## src/inc/msa_pkg.sv

```systemverilog
package msa_pkg;

    // ------------------------------------------------------------
    // Strap level codes from the three-level sensing front end
    // ------------------------------------------------------------
    localparam logic [1:0] LVL_LOW = 2'h0;
    localparam logic [1:0] LVL_HIGH = 2'h1;
    localparam logic [1:0] LVL_OPEN = 2'h2;

    // ------------------------------------------------------------
    // Target addresses
    // ------------------------------------------------------------
    localparam logic [1:0] ADDR_TOP = 2'h2;
    localparam logic [6:0] BCAST_ADDR = 7'h5D;
    localparam logic [6:0] ARA_ADDR = 7'h0C;

    // ------------------------------------------------------------
    // Register indices, field positions, reset values
    // ------------------------------------------------------------
    localparam logic [1:0] REG_FAULT = 2'h0;
    localparam logic [1:0] REG_AUX = 2'h1;
    localparam logic [1:0] REG_CTRL = 2'h2;
    localparam logic [1:0] REG_CONN = 2'h3;
    localparam int AUX_LVL_LSB = 0;
    localparam int AUX_OUT_LSB = 4;
    localparam int CTRL_BCAST_BIT = 3;
    localparam int AUX_PP_LSB = 4;
    localparam int AUX_DIR_LSB = 6;
    localparam logic [7:0] RST_FAULT = 8'h00;
    localparam logic [7:0] RST_AUX = 8'h00;
    localparam logic [7:0] RST_CTRL = 8'h08;
    localparam logic [7:0] RST_CONN = 8'h00;
    localparam logic [3:0] BYTE_BITS = 4'h8;

    // ------------------------------------------------------------
    // Bus state machine and block state
    // ------------------------------------------------------------
    typedef enum logic [3:0] {
        ST_IDLE = 4'h0,
        ST_ADDR = 4'h1,
        ST_AACK = 4'h2,
        ST_CMD = 4'h3,
        ST_CACK = 4'h4,
        ST_DATA = 4'h5,
        ST_DACK = 4'h6,
        ST_TX = 4'h7,
        ST_MACK = 4'h8
    } msa_state_e;

    typedef struct packed {
        logic [1:0] scl_s;
        logic [1:0] sda_s;
        logic scl_d;
        logic sda_d;
        logic [1:0][1:0] aux_s;
        logic [1:0][5:0] strap_s;
        msa_state_e st;
        logic [7:0] sh;
        logic [3:0] bc;
        logic [1:0] sel;
        logic [7:0] dat;
        logic pend;
        logic [7:0] tx;
        logic ara_tx;
        logic [3:0][7:0] regs;
        logic alert;
        logic sda_oe_n;
    } msa_regs_s;

endpackage

```

## src/verilog/msa_target.sv

```systemverilog
`timescale 1ns/1ps

// Function
// RULE1 - Address comes from three three-level strap pins
// RULE2 - Strap combinations decode into five low bits
// RULE3 - Top two address bits fixed to one, zero
// RULE4 - Broadcast address writes every device at once
// RULE5 - Broadcast ignored when its enable bit clear
// RULE6 - Alert response address answered during a fault
// RULE7 - Master uses only write byte, read byte
// RULE8 - Repeated start before stop discards the write
// RULE9 - Data byte commits to selected register at stop
// RULE10 - Two aux pins: input, open-drain or push-pull
// RULE11 - Direction bit per aux pin in control register
// RULE12 - Drive type bit picks open-drain or push-pull
// RULE13 - After alert response, return address, release alert
// RULE14 - Aux pin levels readable in aux register
// RULE15 - Register select from command byte low bits
// RULE16 - Broadcast only writes; alert response only reads
module msa_target import msa_pkg::*; (
    input wire logic clk_i,
    input wire logic sys_rst_i,
    input wire logic scl_i,
    input wire logic upstream_data_pin_i,
    output logic upstream_data_pin_o,
    output logic upstream_data_pin_oe_n_o,
    input wire logic [1:0] addr_strap_hi_i,
    input wire logic [1:0] addr_strap_mid_i,
    input wire logic [1:0] addr_strap_lo_i,
    input wire logic fault_event_i,
    output logic alert_oe_n_o,
    input wire logic aux_pin_one_i,
    output logic aux_pin_one_o,
    output logic aux_pin_one_oe_n_o,
    input wire logic aux_pin_two_i,
    output logic aux_pin_two_o,
    output logic aux_pin_two_oe_n_o,
    output logic [7:0] ctrl_reg0_o,
    output logic [7:0] ctrl_reg1_o,
    output logic [7:0] ctrl_reg2_o,
    output logic [7:0] ctrl_reg3_o
);

    msa_regs_s q_ff;
    msa_regs_s nxt_q;
    logic scl;
    logic sda;
    logic scl_rise;
    logic scl_fall;
    logic start_ev;
    logic stop_ev;
    logic [6:0] own_addr;
    logic [1:0] aux_lvl;
    logic [7:0] rd_data;
    logic own_hit;
    logic bcast_hit;
    logic ara_hit;
    logic [1:0] aux_oe_n;
    logic [1:0] aux_val;

    // ------------------------------------------------------------
    // Strap decode
    // ------------------------------------------------------------
    function automatic logic [4:0] msa_strap_decode(input logic [1:0] hi,
                                                    input logic [1:0] mid,
                                                    input logic [1:0] lo);
        logic [1:0] m;
        logic [1:0] l;
        logic [4:0] base;
        logic [4:0] off;
        m = mid[1] ? LVL_OPEN : mid;
        l = lo[1] ? LVL_OPEN : lo;
        base = hi[1] ? 5'h08 : (hi[0] ? 5'h10 : 5'h00);
        off = 5'h00;
        case ({m, l})
            {LVL_OPEN, LVL_LOW}: off = 5'h00;
            {LVL_HIGH, LVL_OPEN}: off = 5'h01;
            {LVL_OPEN, LVL_OPEN}: off = 5'h02;
            {LVL_OPEN, LVL_HIGH}: off = 5'h03;
            {LVL_LOW, LVL_LOW}: off = 5'h04;
            {LVL_HIGH, LVL_HIGH}: off = 5'h05;
            {LVL_LOW, LVL_OPEN}: off = 5'h06;
            {LVL_LOW, LVL_HIGH}: off = 5'h07;
            default: off = 5'h00;
        endcase
        // The high/low pair of the two lower straps sits outside the regular grid
        if ({m, l} == {LVL_HIGH, LVL_LOW}) begin
            return hi[1] ? 5'h1A : (hi[0] ? 5'h18 : 5'h19);
        end
        return base + off;
    endfunction

    // ------------------------------------------------------------
    // Line conditions
    // ------------------------------------------------------------
    assign scl = q_ff.scl_s[1];
    assign sda = q_ff.sda_s[1];
    assign scl_rise = scl && !q_ff.scl_d;
    assign scl_fall = !scl && q_ff.scl_d;
    assign start_ev = scl && q_ff.scl_d && !sda && q_ff.sda_d;
    assign stop_ev = scl && q_ff.scl_d && sda && !q_ff.sda_d;
    assign aux_lvl = q_ff.aux_s[1];

    // Straps are static; decoding the synchronised copy live avoids a capture window
    assign own_addr = {ADDR_TOP, msa_strap_decode(q_ff.strap_s[1][5:4], // RULE3
                                                  q_ff.strap_s[1][3:2],
                                                  q_ff.strap_s[1][1:0])}; // RULE1 RULE2

    // Aux register reads back live pin levels in place of stored bits
    always_comb begin
        rd_data = q_ff.regs[q_ff.sel];
        if (q_ff.sel == REG_AUX) begin
            rd_data[AUX_LVL_LSB +: 2] = aux_lvl; // RULE14
        end
    end

    assign own_hit = q_ff.sh[7:1] == own_addr;
    assign bcast_hit = (q_ff.sh[7:1] == BCAST_ADDR) && !q_ff.sh[0] // RULE4 RULE16
        && q_ff.regs[REG_CTRL][CTRL_BCAST_BIT]; // RULE5
    assign ara_hit = (q_ff.sh[7:1] == ARA_ADDR) && q_ff.sh[0] && q_ff.alert; // RULE6 RULE16

    // ------------------------------------------------------------
    // Next state
    // ------------------------------------------------------------
    always_comb begin
        nxt_q = q_ff;
        nxt_q.scl_s = {q_ff.scl_s[0], scl_i};
        nxt_q.sda_s = {q_ff.sda_s[0], upstream_data_pin_i};
        nxt_q.scl_d = q_ff.scl_s[1];
        nxt_q.sda_d = q_ff.sda_s[1];
        nxt_q.aux_s = {q_ff.aux_s[0], {aux_pin_two_i, aux_pin_one_i}};
        nxt_q.strap_s = {q_ff.strap_s[0], {addr_strap_hi_i, addr_strap_mid_i, addr_strap_lo_i}};
        if (start_ev) begin
            // A repeated start drops any byte still waiting for its stop
            nxt_q.st = ST_ADDR; // RULE8
            nxt_q.bc = 4'h0;
            nxt_q.pend = 1'b0; // RULE8
            nxt_q.ara_tx = 1'b0;
            nxt_q.sda_oe_n = 1'b1;
        end else if (stop_ev) begin
            if (q_ff.pend) begin
                nxt_q.regs[q_ff.sel] = q_ff.dat; // RULE9
            end
            nxt_q.pend = 1'b0;
            nxt_q.st = ST_IDLE;
            nxt_q.sda_oe_n = 1'b1;
        end else begin
            unique case (q_ff.st)
                ST_IDLE: begin
                end
                ST_ADDR, ST_CMD, ST_DATA: begin
                    if (scl_rise) begin
                        nxt_q.sh = {q_ff.sh[6:0], sda};
                        nxt_q.bc = q_ff.bc + 4'h1;
                    end
                    if (scl_fall && q_ff.bc == BYTE_BITS) begin
                        nxt_q.bc = 4'h0;
                        if (q_ff.st == ST_ADDR) begin
                            // Own reads, own or broadcast writes, alert response reads
                            nxt_q.st = (own_hit || bcast_hit || ara_hit) ? ST_AACK : ST_IDLE;
                            nxt_q.sda_oe_n = !(own_hit || bcast_hit || ara_hit);
                            nxt_q.tx = ara_hit ? {own_addr, 1'b0} : rd_data; // RULE13
                            nxt_q.ara_tx = ara_hit && !own_hit;
                        end else if (q_ff.st == ST_CMD) begin
                            nxt_q.sel = q_ff.sh[1:0]; // RULE15
                            nxt_q.st = ST_CACK;
                            nxt_q.sda_oe_n = 1'b0;
                        end else begin
                            nxt_q.dat = q_ff.sh;
                            nxt_q.pend = 1'b1; // RULE7 RULE9
                            nxt_q.st = ST_DACK;
                            nxt_q.sda_oe_n = 1'b0;
                        end
                    end
                end
                ST_AACK: begin
                    if (scl_fall) begin
                        nxt_q.st = q_ff.sh[0] ? ST_TX : ST_CMD;
                        nxt_q.sda_oe_n = q_ff.sh[0] ? q_ff.tx[7] : 1'b1;
                    end
                end
                ST_CACK: begin
                    if (scl_fall) begin
                        nxt_q.st = ST_DATA;
                        nxt_q.sda_oe_n = 1'b1;
                    end
                end
                ST_DACK: begin
                    // Further bytes are not acknowledged; the stop still commits
                    if (scl_fall) begin
                        nxt_q.st = ST_IDLE;
                        nxt_q.sda_oe_n = 1'b1;
                    end
                end
                ST_TX: begin
                    if (scl_rise) begin
                        nxt_q.bc = q_ff.bc + 4'h1;
                        // Released a one but the line reads low: another device won
                        if (q_ff.sda_oe_n && !sda) begin
                            nxt_q.st = ST_IDLE;
                            nxt_q.ara_tx = 1'b0;
                        end
                    end
                    if (scl_fall) begin
                        if (q_ff.bc == BYTE_BITS) begin
                            nxt_q.st = ST_MACK;
                            nxt_q.sda_oe_n = 1'b1;
                            if (q_ff.ara_tx) begin
                                nxt_q.alert = 1'b0; // RULE13
                            end
                            nxt_q.ara_tx = 1'b0;
                        end else begin
                            nxt_q.tx = {q_ff.tx[6:0], 1'b0};
                            nxt_q.sda_oe_n = q_ff.tx[6];
                        end
                    end
                end
                ST_MACK: begin
                    if (scl_fall) begin
                        nxt_q.st = ST_IDLE;
                    end
                end
                default: begin
                    nxt_q.st = ST_IDLE;
                    nxt_q.sda_oe_n = 1'b1;
                end
            endcase
        end
        // A new fault outranks the release in the same cycle
        if (fault_event_i) begin
            nxt_q.alert = 1'b1;
        end
    end

    always_ff @(posedge clk_i or posedge sys_rst_i) begin
        if (sys_rst_i) begin
            q_ff <= '0;
            q_ff.scl_s <= 2'h3;
            q_ff.sda_s <= 2'h3;
            q_ff.scl_d <= 1'b1;
            q_ff.sda_d <= 1'b1;
            q_ff.st <= ST_IDLE;
            q_ff.regs <= {RST_CONN, RST_CTRL, RST_AUX, RST_FAULT};
            q_ff.sda_oe_n <= 1'b1;
        end else begin
            q_ff <= nxt_q;
        end
    end

    // ------------------------------------------------------------
    // Aux pins and outputs
    // ------------------------------------------------------------
    always_comb begin
        for (int i = 0; i < 2; i++) begin
            aux_val[i] = q_ff.regs[REG_AUX][AUX_OUT_LSB + i];
            // Open-drain only pulls low; push-pull drives both levels
            aux_oe_n[i] = !(q_ff.regs[REG_CTRL][AUX_DIR_LSB + i] // RULE10 RULE11
                && (q_ff.regs[REG_CTRL][AUX_PP_LSB + i] || !aux_val[i])); // RULE12
        end
    end

    assign aux_pin_one_o = aux_val[0];
    assign aux_pin_two_o = aux_val[1];
    assign aux_pin_one_oe_n_o = aux_oe_n[0];
    assign aux_pin_two_oe_n_o = aux_oe_n[1];
    assign upstream_data_pin_o = 1'b0;
    assign upstream_data_pin_oe_n_o = q_ff.sda_oe_n;
    assign alert_oe_n_o = !q_ff.alert;
    assign ctrl_reg0_o = q_ff.regs[REG_FAULT];
    assign ctrl_reg1_o = q_ff.regs[REG_AUX];
    assign ctrl_reg2_o = q_ff.regs[REG_CTRL];
    assign ctrl_reg3_o = q_ff.regs[REG_CONN];

    // ------------------------------------------------------------
    // Checks
    // ------------------------------------------------------------
    chk_addr_top_bits: assert property (@(posedge clk_i) disable iff (sys_rst_i) // RULE3
        own_addr[6:5] == 2'h2) else $error("fixed address bits wrong");

    chk_strap_all_high: assert property (@(posedge clk_i) disable iff (sys_rst_i) // RULE2
        q_ff.strap_s[1] == 6'h15 |-> own_addr == 7'h55) else $error("strap decode wrong");

    chk_bcast_masked: assert property (@(posedge clk_i) disable iff (sys_rst_i) // RULE5
        (scl_fall && q_ff.st == ST_ADDR && q_ff.bc == BYTE_BITS
         && q_ff.sh == {BCAST_ADDR, 1'b0} && !q_ff.regs[REG_CTRL][CTRL_BCAST_BIT])
        |=> upstream_data_pin_oe_n_o && q_ff.st == ST_IDLE)
        else $error("masked broadcast acknowledged");

    chk_bcast_accept: assert property (@(posedge clk_i) disable iff (sys_rst_i) // RULE4
        (scl_fall && q_ff.st == ST_ADDR && q_ff.bc == BYTE_BITS
         && q_ff.sh == {BCAST_ADDR, 1'b0} && q_ff.regs[REG_CTRL][CTRL_BCAST_BIT])
        |=> !upstream_data_pin_oe_n_o && q_ff.st == ST_AACK)
        else $error("broadcast write not acknowledged");

    chk_bcast_write_only: assert property (@(posedge clk_i) disable iff (sys_rst_i) // RULE16
        (scl_fall && q_ff.st == ST_ADDR && q_ff.bc == BYTE_BITS
         && q_ff.sh == {BCAST_ADDR, 1'b1} && own_addr != BCAST_ADDR)
        |=> upstream_data_pin_oe_n_o) else $error("broadcast read acknowledged");

    chk_ara_ack: assert property (@(posedge clk_i) disable iff (sys_rst_i) // RULE6
        (scl_fall && !start_ev && !stop_ev && q_ff.st == ST_ADDR && q_ff.bc == BYTE_BITS
         && q_ff.sh == {ARA_ADDR, 1'b1} && q_ff.alert)
        |=> !upstream_data_pin_oe_n_o && q_ff.st == ST_AACK)
        else $error("alert response not acknowledged");

    chk_rs_discard: assert property (@(posedge clk_i) disable iff (sys_rst_i) // RULE8
        start_ev |=> !q_ff.pend ##1 $stable(q_ff.regs) || $past(stop_ev, 1))
        else $error("write kept across repeated start");

    chk_commit_stop: assert property (@(posedge clk_i) disable iff (sys_rst_i) // RULE9
        stop_ev && q_ff.pend |=> q_ff.regs[$past(q_ff.sel)] == $past(q_ff.dat) && !q_ff.pend)
        else $error("data not committed at stop");

    chk_only_at_stop: assert property (@(posedge clk_i) disable iff (sys_rst_i) // RULE9
        !stop_ev |=> $stable(q_ff.regs)) else $error("register changed without stop");

    chk_sel_from_cmd: assert property (@(posedge clk_i) disable iff (sys_rst_i) // RULE15
        $rose(q_ff.st == ST_CACK) |-> q_ff.sel == q_ff.sh[1:0])
        else $error("select not from command byte");

    chk_aux_input: assert property (@(posedge clk_i) disable iff (sys_rst_i) // RULE11
        !q_ff.regs[REG_CTRL][AUX_DIR_LSB] |-> aux_pin_one_oe_n_o)
        else $error("input aux pin driven");

    chk_aux_drive: assert property (@(posedge clk_i) disable iff (sys_rst_i) // RULE12
        q_ff.regs[REG_CTRL][AUX_DIR_LSB + 1]
        |-> aux_pin_two_oe_n_o == (!q_ff.regs[REG_CTRL][AUX_PP_LSB + 1] && aux_pin_two_o))
        else $error("aux drive type wrong");

    chk_alert_release: assert property (@(posedge clk_i) disable iff (sys_rst_i) // RULE13
        (q_ff.st == ST_TX && q_ff.ara_tx && scl_fall && !start_ev && !stop_ev
         && q_ff.bc == BYTE_BITS && !fault_event_i) |=> alert_oe_n_o)
        else $error("alert not released after response");

endmodule // msa_target

```

## config.mk

```make
export PLATFORM = sky130hd
export DESIGN_NAME = msa_target
export DESIGN_NICKNAME = d
export VERILOG_FILES = /design/src/inc/msa_pkg.sv /design/src/verilog/msa_target.sv
export SDC_FILE = /design/constraint.sdc
export NUM_CORES = 1
export LEC_CHECK = 0
export ABC_CLOCK_PERIOD_IN_PS = 4200
export BUFFER_PORTS_ARGS = -buffer_cell sky130_fd_sc_hd__buf_2
export CAP_MARGIN = 10
export CORE_MARGIN = 2
export CORE_UTILIZATION = 40
export DETAILED_ROUTE_END_ITERATION = 8
export PLACE_DENSITY = 0.64
export SLEW_MARGIN = 40
export SYNTH_ARGS = -nofsm -noshare
export SYNTH_HDL_FRONTEND = slang
export SYNTH_SLANG_ARGS = --single-unit
export TNS_END_PERCENT = 5
```

## constraint.sdc

```tcl
create_clock -name clk_i -period 4.2 [get_ports clk_i]
set_input_delay 0.84 -clock clk_i [delete_from_list [all_inputs] [get_ports clk_i]]
set_output_delay 0.84 -clock clk_i [all_outputs]
set_load 0.02 [all_outputs]
```

# --- After elaboration in Yosys (flattened, before gate mapping) ---
# Memory sizes are Yosys's and may differ from the RTL's.
# Cells that the tools add are included.
word_totals:
  word_cells: 195
  mem_count: 1
  output_inout_bits: 39
  in_bits: 13
  mem_bits_ro: 48
  ramBits: 0
  latchBits: 0
  regBits: 92
classes:
  n_reduce_logical: 57
  bitwise_logic: 4
  magnitude_cmp: 2
  n_addsub: 2
  mux: 71
  n_eq_ne: 36
  multipliers: 0
  div_mod_pow: 0
  shifts: 0
memory_table:
  columns: ["name", "depth", "word_bits", "read_ports", "rd_ports_with_merged_regs", "wr", "line_no", "source"]
  rows:
  - ["(no name shown)", 16, 3, 1, 0, 0, "msa_target.sv:75", "case ({m, l})"]
ops:
  columns: ["op", "n"]
  rows:
  - ["$mux W4", 13]
  - ["$mux W12", 4]
  - ["$bwmux W32", 1]
  - ["$mux W8", 4]
  - ["$mux W9", 3]
  - ["$mux W24", 1]
  - ["$ne A4 B4 Y1 const B", 6]
  - ["$pmux W4 S6", 1]
  - ["$mux W1", 23]
  - ["$mux W11", 2]
  - ["$eq A4 B3 Y1 const B", 5]
  - ["$mux W5", 4]
  - ["$ne A3 B3 Y1 const B", 6]
  - ["$pmux W9 S2", 1]
  - ["$reduce_and A6 Y1", 3]
  - ["$logic_and A1 B1 Y1", 17]
  - ["$bmux W8 S2", 1]
  - ["$demux W8 S2", 1]
  - ["$mux W2", 8]
  - ["$reduce_and A4 Y1", 4]
  - ["$mux W14", 1]
  - ["$ne A2 B2 Y1 const B", 7]
  - ["$logic_not A1 Y1", 12]
  - ["$reduce_and A5 Y1", 2]
  - ["25 further kinds", 42]

# --- Depth between registers and ports, before layout ---
# Gate-level depths: netlist of the first run.
depth:
  word_depth: 13
  ltp_mapped: 10
  mapped_depth_nobuf: 8

# --- Worst setup path after synthesis of the first run ---
# OpenSTA, ideal clock, no wires.
synth_timing:
  kind: "flip-flop to flip-flop"
  startpoint: "register q_ff[54] (netlist name)"
  endpoint: "register q_ff[44] (netlist name)"
  setup_time_ns: 0.125
  period_less_slack_ns: 1.886
  arrival_time_ns: 1.762
  t_required_ns: 4.075
  n_path_buf: 1
  path_stages_with_launch: 8
  path_slack_ns: 2.314
  cell_sequence: "dfrtp_1 inv_1 ha_1 and3b_1 clkbuf_1 nand2_1 nor3_4 mux2_2"
synth_between:
  elab_chain_cells: 3
synth_lines:
  columns: ["item", "line_no", "source"]
  rows:
  - ["from (decl)", "msa_target.sv:44", "msa_regs_s q_ff;"]
  - ["from (signal assigned)", "msa_target.sv:246", "q_ff <= nxt_q;"]
  - ["$eq A4 B4 Y1", "msa_target.sv:156", "if (scl_fall && q_ff.bc == BYTE_BITS) begin"]
  - ["$logic_and A1 B1 Y1", "msa_target.sv:156", null]
  - ["$reduce_and A6 Y1 (no source line)", null, null]
# Every way passes these cells.
# A chain may end at the register's enable or synchronous reset.

# --- Worst setup path in the final report of the first run ---
layout_timing:
  startpoint: "register q_ff (netlist bit nxt_q[86])"
  endpoint: "register q_ff (netlist bit ctrl_reg2_o[7])"
layout_between:
  elab_chain_cells: 5
  word_cells_on_any_way: 7
  cone_classes: "bitwise: 1; reduce/logical: 6"
layout_lines:
  columns: ["item", "line_no", "source"]
  rows:
  - ["$logic_not A1 Y1", "msa_target.sv:100", "assign start_ev = scl && q_ff.scl_d && !sda && q_ff.sda_d;"]
  - ["$logic_and A1 B1 Y1 (2 in series)", "msa_target.sv:100", null]
  - ["$not A1 Y1 (no source line)", null, null]
  - ["$reduce_and A3 Y1 (no source line) (*)", null, null]
# Every way passes the cells marked *; elsewhere a longest branch is shown, timed or not.

==> impl_metrics.py, run 1 <==
metrics = {
    "synth": {
        "ys_seq_area_share_pct": 51.5,
        "yosys.area.top_type": "dfrtp_1",
        "synth_edf_count": 0,
        "synth_area_per_cell_um2": 11.9,
        "syn_nets": 393,
        "yosysWarnings": 0,
        "yosysTopAreaCellShare_pct": 46.8,
        "ys_types": 57,
        "synth_area_leaders": "dfrtp_1 (47%), mux2_2 (12%), buf_4 (5.7%), dfstp_2 (4.7%), mux4_2 (4.0%)",
        "synth_seq_cells": 92,
        "syn-cell-area_um2": 4490,
        "synthArstFlopShare_pct": 100,
        "yosys_most_used_dff": "dfrtp_1",
        "postSynthCellCount": 378,
    },
    "cells_and_area": {
        "antenna_cells": 0,
        "seqCellArea_um2": 2310,
        "fin_nets": 414,
        "fill_cells": 998,
        "area_growth_pct": 7.46,
        "multiInputGateArea_um2": 1840,
        "layout-drive-gt1-share_pct": 36.6,
    },
    "drt": {
        "vias_per_cell": 5.39,
        "drtPass1Iterations": 4,
        "routed_wl_um": 9250,
        "num_vias": 2932,
        "drt_iter0_drc": 191,
        "detail-route-antenna-nets": 0,
        "wire_per_inst_um": 17.0,
        "drc": 0,
    },
    "status": {
        "status": "finished, final reports clean",
    },
    "floorplan": {
        "design.die.area_um2": 12100,
        "die_x_um": 110,
        "fp.dieH_um": 110,
        "start_util_pct": 41.3,
        "core_um2": 10900,
        "rows": 38,
        "io_pins": 52,
    },
    "critical_path": {
        "reg2regPathDepth": 5,
        "cp_top_family": "simple AND/OR/NAND/NOR gates",
        "r2r_slack_ns": 2.06,
        "critical_path.slowest_cell": "dfstp_2",
        "critical_path_class": "register to register",
        "cp-end-kind": "register",
        "worst_r2r_endpoint": "ctrl_reg2_o[7]$_DFFE_PP0P_",
        "cp_num_buf_inv": 1,
        "r2r_start": "nxt_q[86]$_DFF_PP1_",
        "worstSetupStartpointType": "register",
        "path_cells": "inv_1 > nor3_2 > nand2_2 > nor3b_4 > mux2_2",
        "worstPathRequired_ns": 4.44,
        "cp_max_fo": 8,
        "critPathMaxStageDelay_ns": 0.56,
        "crit_arrival_ns": 2.38,
    },
    "min_path": {
        "hold_end": "q_ff[77]$_DFF_PP0_",
        "min_from": "nxt_q[77]$_DFF_PP0_",
        "hp-class": "register to register",
        "hold_path_depth": 0,
    },
    "timing": {
        "setup_ws_ns": 2.06,
        "hold_viol": 0,
        "tightest_slew_ns": 0.753,
        "rsz0062_at_grt": "no",
        "max_freq_ghz": 0.468,
        "finalSetupViolCount": 0,
        "period_share_pct": 50.9,
        "fin_crit_ns": 2.14,
        "fin_skew_ns": 0.00804,
        "max_slew_margin_pct": 49.8,
        "drv_slew": 0,
        "tns_ns": 0,
    },
    "power": {
        "pwr-share-seq_pct": 58.7,
        "ir_worst_vdd_uv": 177,
        "p_switching_uw": 416,
        "leakagePower_nw": 2.33,
        "combPwrFrac_pct": 6.8,
        "intPower_mw": 1.20,
        "switching_share_pct": 25.7,
        "powerDensity_nw_per_um2": 335,
        "power_frac_clock_pct": 34.5,
    },
    "clock_tree": {
        "cts_tree": "yes",
        "cts_root_buffer": "clkbuf_8",
        "clk_latency_ns": 0.35,
        "cts_hold_buffers": 0,
        "cts_sinks": 92,
        "cts_buffer_depth": 2,
        "cts_resized": 0,
        "postCtsSetupBuffers": 0,
        "htreeDepth": 3,
        "numCtsBuffers": 9,
        "clkTransAtPathRegs_ns": 0.09,
    },
    "grt": {
        "grt_pass1_wl_um": 15400,
        "grt_pass1_vias": 2999,
        "track_usage_pct": 16.8,
        "antenna_found_initial": 0,
        "grt_max_degree": 45,
        "grt-ovfl-total": 0,
    },
    "placed_design": {
        "place_hpwl_um": 6710,
        "gp_congestion": 0.896,
        "place_ws_ns": 2.05,
        "io_buffers": 50,
    },
    "flow_run": {
        "cap_violations": 0,
    },
}
routing by layer:
metal | track usage (%) | wire length (µm) | vias up
met4 | 5.33 | 76 | 0
met1 | 23.8 | 4240 | 1470
met3 | 3.70 | 578 | 6
met2 | 25.9 | 4350 | 93
met5 | 0 | 0 | -
li1 | - | - | 1363
worst max path at each step:
stage	start	end	slack (ns)	cells past startpoint
final	nxt_q[86]$_DFF_PP1_	ctrl_reg2_o[7]$_DFFE_PP0P_	2.06	5
after global routing	q_ff[52]$_DFFE_PP0P_	q_ff[37]$_DFFE_PP0P_	1.88	4
after CTS	q_ff[52]$_DFFE_PP0P_	ctrl_reg3_o[5]$_DFFE_PP0P_	2.03	2
after detailed placement	q_ff[52]$_DFFE_PP0P_	q_ff[37]$_DFFE_PP0P_	2.05	4
after global placement	q_ff[52]$_DFFE_PP0P_	q_ff[39]$_DFFE_PP0P_	2.08	4
after floorplan	sys_rst_i	aux_lvl[0]$_DFF_PP0_	0.98	1
synthesized netlist by cell type (all sizes together) (3+ instances only):
| cell type | n |
|---|---|
| dfstp | 8 |
| inv | 12 |
| nor3 | 6 |
| buf | 39 |
| mux4 | 8 |
| nand4 | 4 |
| a21oi | 9 |
| a221oi | 6 |
| clkbuf | 3 |
| dfrtp | 84 |
| a21o | 6 |
| o21ai | 25 |
| nand3 | 6 |
| and3 | 9 |
| nor2 | 17 |
| nand2b | 9 |
| nor2b | 4 |
| mux2 | 50 |
| nand2 | 28 |
| nor4 | 4 |
| a211oi | 3 |
per-stage QoR:
step                total power, mW  area, µm²  cells  hold WS (ns)  util [%]
floorplan                      1.04       4490    378         0.331         -
global placement               1.07       4640    528         0.333      42.6
detailed placement             1.08       4640    528         0.336      42.6
CTS                            1.64       4830    544         0.358      44.3
global route                   1.69       4830    544         0.353      44.3
finish                         1.62       4830    544         0.354      44.3
final cells by class:
cell class              count  share of cell area, %
clock buffers              11                   2.93
multi-input cells         232                   38.2
flip-flops and latches     92                   47.9
well taps                 140                   3.63
inverters                  12                  0.985
clock inverters             5                  0.881
repair buffers             52                   5.49
cell families after synthesis:
kind of cell	count (synthesis)	synth area share, %
xor+xnor	3	0.585
other cells	1	0.0835
simple gates	102	13.6
mux	60	17.1
fa+ha+maj	2	0.557
flops	92	51.5
compound gates	64	9.19
buf+inv	54	7.49
flip-flops by register name (all words and copies together) (netlist names):
name and flops:
ctrl_reg0_o 8, upstream_data_pin_oe_n_o 1, aux_lvl 2, ctrl_reg3_o 8
ctrl_reg2_o 8, ctrl_reg1_o 8, nxt_q 12, q_ff 45
power groups by stage:
stage,registers (mW),clock network (mW),logic (mW)
3_3_place_gp,0.965,0,0.108
4_1_cts,0.949,0.581,0.113
2_1_floorplan,0.952,0,0.0892
3_5_place_dp,0.966,0,0.113
5_1_grt,0.954,0.616,0.124
6_report,0.949,0.558,0.111
cells in the final DEF (no fill, tap or decap), types with 4 or more instances in the layout:
| cell type | n |
|---|---|
| nor2_1 | 16 |
| a221oi_1 | 6 |
| o21ai_0 | 23 |
| nand2_1 | 27 |
| nand2b_1 | 9 |
| nand4_1 | 4 |
| mux2_2 | 49 |
| nand3_1 | 6 |
| inv_1 | 11 |
| nor2b_1 | 4 |
| dfrtp_1 | 84 |
| mux4_2 | 8 |
| a21oi_1 | 9 |
| clkbuf_8 | 10 |
| dfstp_2 | 8 |
| a21o_1 | 6 |
| and3_1 | 8 |
| buf_2 | 50 |
(Power assumes the default switching activity.)
==> run 2: changes to the inputs <==
--- a/config.mk
+++ b/config.mk
@@ -5,13 +5,14 @@
 export SDC_FILE = /design/constraint.sdc
 export NUM_CORES = 1
 export LEC_CHECK = 0
-export ABC_CLOCK_PERIOD_IN_PS = 4200
+export ABC_AREA = 1
+export ABC_CLOCK_PERIOD_IN_PS = 1900
 export BUFFER_PORTS_ARGS = -buffer_cell sky130_fd_sc_hd__buf_2
 export CAP_MARGIN = 10
 export CORE_MARGIN = 2
 export CORE_UTILIZATION = 40
 export DETAILED_ROUTE_END_ITERATION = 8
-export PLACE_DENSITY = 0.64
+export PLACE_DENSITY = 0.67
 export SLEW_MARGIN = 40
 export SYNTH_ARGS = -nofsm -noshare
 export SYNTH_HDL_FRONTEND = slang
==> constraint.sdc (replaced) <==
create_clock -name clk_i -period 1.9 [get_ports clk_i]
set_input_delay 0.38 -clock clk_i [delete_from_list [all_inputs] [get_ports clk_i]]
set_output_delay 0.38 -clock clk_i [all_outputs]
set_load 0.02 [all_outputs]
==> run 2 against run 1 <==
Effect of this change: clock power rose by 130%; fmax rose by 22%; critical path depth rose by 2; worst setup slack got worse by 1.9 ns; global-route usage rose by 0.41 points; critical path type unchanged.
==> impl_metrics.py, run 2 <==
metrics = {
    "placed_design": {
        "io_buffers": 50,
        "place_ws_ns": 0.0580,
        "gp_congestion": 0.911,
        "placed_area_um2": 4710,
        "place_hpwl_um": 7240,
    },
    "drt": {
        "drt_iter0_drc": 193,
        "wire_per_inst_um": 13.5,
        "routed.top_layer": "met4",
        "vias_per_cell": 4.88,
        "detail-route-antenna-nets": 0,
        "wl_met1_um": 4520,
        "drc": 0,
        "wl_met2_um": 4520,
        "num_vias": 3497,
        "dr_wl_met3_um": 475,
        "drtPass1Iterations": 4,
        "routed_wl_um": 9690,
    },
    "synth": {
        "ys_types": 40,
        "synth_seq_cells": 92,
        "syn_nets": 549,
        "yosys_most_used_dff": "dfrtp_1",
        "yosys.area.top_type": "dfrtp_1",
        "synthArstFlopShare_pct": 100,
        "yosysMostFrequentCell": "nand2_1",
        "ys_seq_area_share_pct": 52.2,
        "syn-cell-area_um2": 4430,
        "yosysTopAreaCellShare_pct": 47.5,
        "synth_area_per_cell_um2": 8.29,
        "synth_edf_count": 0,
        "synth_area_leaders": "dfrtp_1 (47%), nand2_1 (12%), o21ai_0 (7.8%), inv_1 (5.9%), buf_4 (5.6%)",
        "synth_common_cells": "nand2_1 (136), dfrtp_1 (84), inv_1 (69), o21ai_0 (69), nor2_1 (35)",
        "yosysWarnings": 0,
        "postSynthCellCount": 534,
    },
    "grt": {
        "grt_max_degree": 93,
        "track_usage_pct": 17.2,
        "grt-ovfl-total": 0,
        "antenna_found_initial": 0,
        "grt_pass1_vias": 3195,
        "grt_pass1_wl_um": 15700,
    },
    "clock_tree": {
        "cts_root_buffer": "clkbuf_8",
        "htreeDepth": 3,
        "numCtsBuffers": 9,
        "clkTransAtPathRegs_ns": 0.10,
        "cts_sinks": 92,
        "cts_tree": "yes",
        "cts_buffer_depth": 2,
        "cts_hold_buffers": 0,
        "clk_latency_ns": 0.37,
    },
    "floorplan": {
        "start_util_pct": 40.8,
        "design.die.area_um2": 11900,
        "io_pins": 52,
        "rows": 38,
        "die_x_um": 109,
        "fp.dieH_um": 109,
        "core_um2": 10800,
    },
    "critical_path": {
        "crit_arrival_ns": 2.02,
        "critical_path_class": "register to register",
        "worst_r2r_endpoint": "q_ff[38]$_DFFE_PP0P_",
        "reg2regPathDepth": 7,
        "r2r_start": "nxt_q[86]$_DFF_PP1_",
        "cp-end-kind": "register",
        "cp_max_fo": 8,
        "r2r_slack_ns": 0.15,
        "worstSetupStartpointType": "register",
        "worstPathRequired_ns": 2.16,
    },
    "cells_and_area": {
        "antenna_cells": 0,
        "area_growth_pct": 11.2,
        "fin_nets": 587,
        "layout-drive-gt1-share_pct": 19.6,
        "mostFrequentLayoutCells": "nand2_1 (135), dfrtp_1 (83), o21ai_0 (68)",
        "largest_reg_flops": 45,
        "regMostFlops": "q_ff",
        "final_common_cell": "nand2_1",
        "fin_area_um2": 4920,
    },
    "timing": {
        "hold_slack_ns": 0.100,
        "drv_slew": 0,
        "fin_crit_ns": 1.75,
        "fin_skew_ns": 0.0172,
        "hold_viol": 0,
        "rsz0062_at_grt": "yes",
        "finalSetupViolCount": 0,
        "max_freq_ghz": 0.571,
        "setup_ws_ns": 0.147,
        "period_share_pct": 92.2,
    },
    "min_path": {
        "hp-class": "input port to asynchronous set/reset pin",
    },
    "status": {
        "status": "finished, final reports clean",
    },
    "power": {
        "power_mw": 4.24,
        "ir_worst_vdd_uv": 410,
        "leakagePower_nw": 2.54,
        "powerDensity_nw_per_um2": 861,
    },
    "flow_run": {
        "cap_violations": 0,
    },
}
-- run 2: cell types whose count changed in the layout (fill, tap and decap cells not counted), sizes merged, moves of 6 or more --
cell    previous run  this run
o21ai             25        73
inv               15        75
nand3              6        25
nor2              17        39
nand2             28       137
buf               52        67
mux4               8         0
a21o               6         0
mux2              50         0
nand2b             9         0
and3               9         0
o22ai              2        10
-- run 2: through the flow --
stage	utilization (%)	setup TNS [ns]	std cells
after floorplan	-	0	534
after global placement	43.5	0	700
after detailed placement	43.5	0	700
after CTS	45.2	0	716
after global routing	45.4	-0.0228	717
final	45.4	0	717
-- run 2: metal layers --
metal | vias up | track usage (%)
met2 | 78 | 26.1
met4 | 0 | 5.97
met5 | - | 0
met3 | 12 | 3.89
met1 | 1653 | 24.4
li1 | 1754 | -
-- run 2: layout make-up --
class                           instances  area, µm²
Multi-Input combinational cell        328       1570
Clock inverter                          4       31.3
Timing Repair Buffer                   67        390
Inverter                               74        287
Clock buffer                           12        155
Tap cell                              140        175
Sequential cell                        92       2310
Fill cell                            1066       5920
-- run 2: what timing repair did --
| action | in CTS | in global routing |
|---|---|---|
| setup buffers | 0 | 1 |
| gates resized for setup | 0 | 7 |
| setup endpoints to repair | 0 | 17 |
-- run 2: critical path, cell delays in order, from the launching register on --
cell,delay [ns]
dfstp_2,0.53
inv_1,0.06
nand3_1,0.18
nand2_1,0.20
nor3_2,0.23
nand3_2,0.19
a21oi_1,0.21
a21oi_2,0.07
-- run 2: how the worst max path moves through the flow --
stage                     depth (start not counted)  slack (ns)            startpoint              endpoint
after floorplan                                   8        0.29  q_ff[54]$_DFFE_PP0P_  q_ff[44]$_DFFE_PP0P_
after global placement                            7        0.14    q_ff[87]$_DFF_PP1_  q_ff[38]$_DFFE_PP0P_
after detailed placement                         10        0.06  q_ff[54]$_DFFE_PP0P_  q_ff[38]$_DFFE_PP0P_
after CTS                                        10        0.04  q_ff[54]$_DFFE_PP0P_  q_ff[38]$_DFFE_PP0P_
after global routing                             10       -0.02  q_ff[54]$_DFFE_PP0P_  q_ff[34]$_DFFE_PP0P_
final                                             7        0.15   nxt_q[86]$_DFF_PP1_  q_ff[38]$_DFFE_PP0P_
-- run 2: power by group --
| part | internal, mW | switching (mW) |
|---|---|---|
| Combinational | 0.278 | 0.477 |
| Sequential | 2.10 | 0.120 |
| Clock | 0.561 | 0.706 |
-- run 2: logic make-up after synthesis --
logic type               after synthesis  share of synthesized area (%)
adder cells (fa/ha/maj)                2                          0.565
flip-flops                            92                           52.2
multiplexers                           1                          0.226
AO/OA/AOI/OAI                        106                           13.3
AND/OR/NAND/NOR                      216                           20.6
buffers and inverters                114                           12.6
XOR/XNOR                               2                          0.396
other                                  1                         0.0847
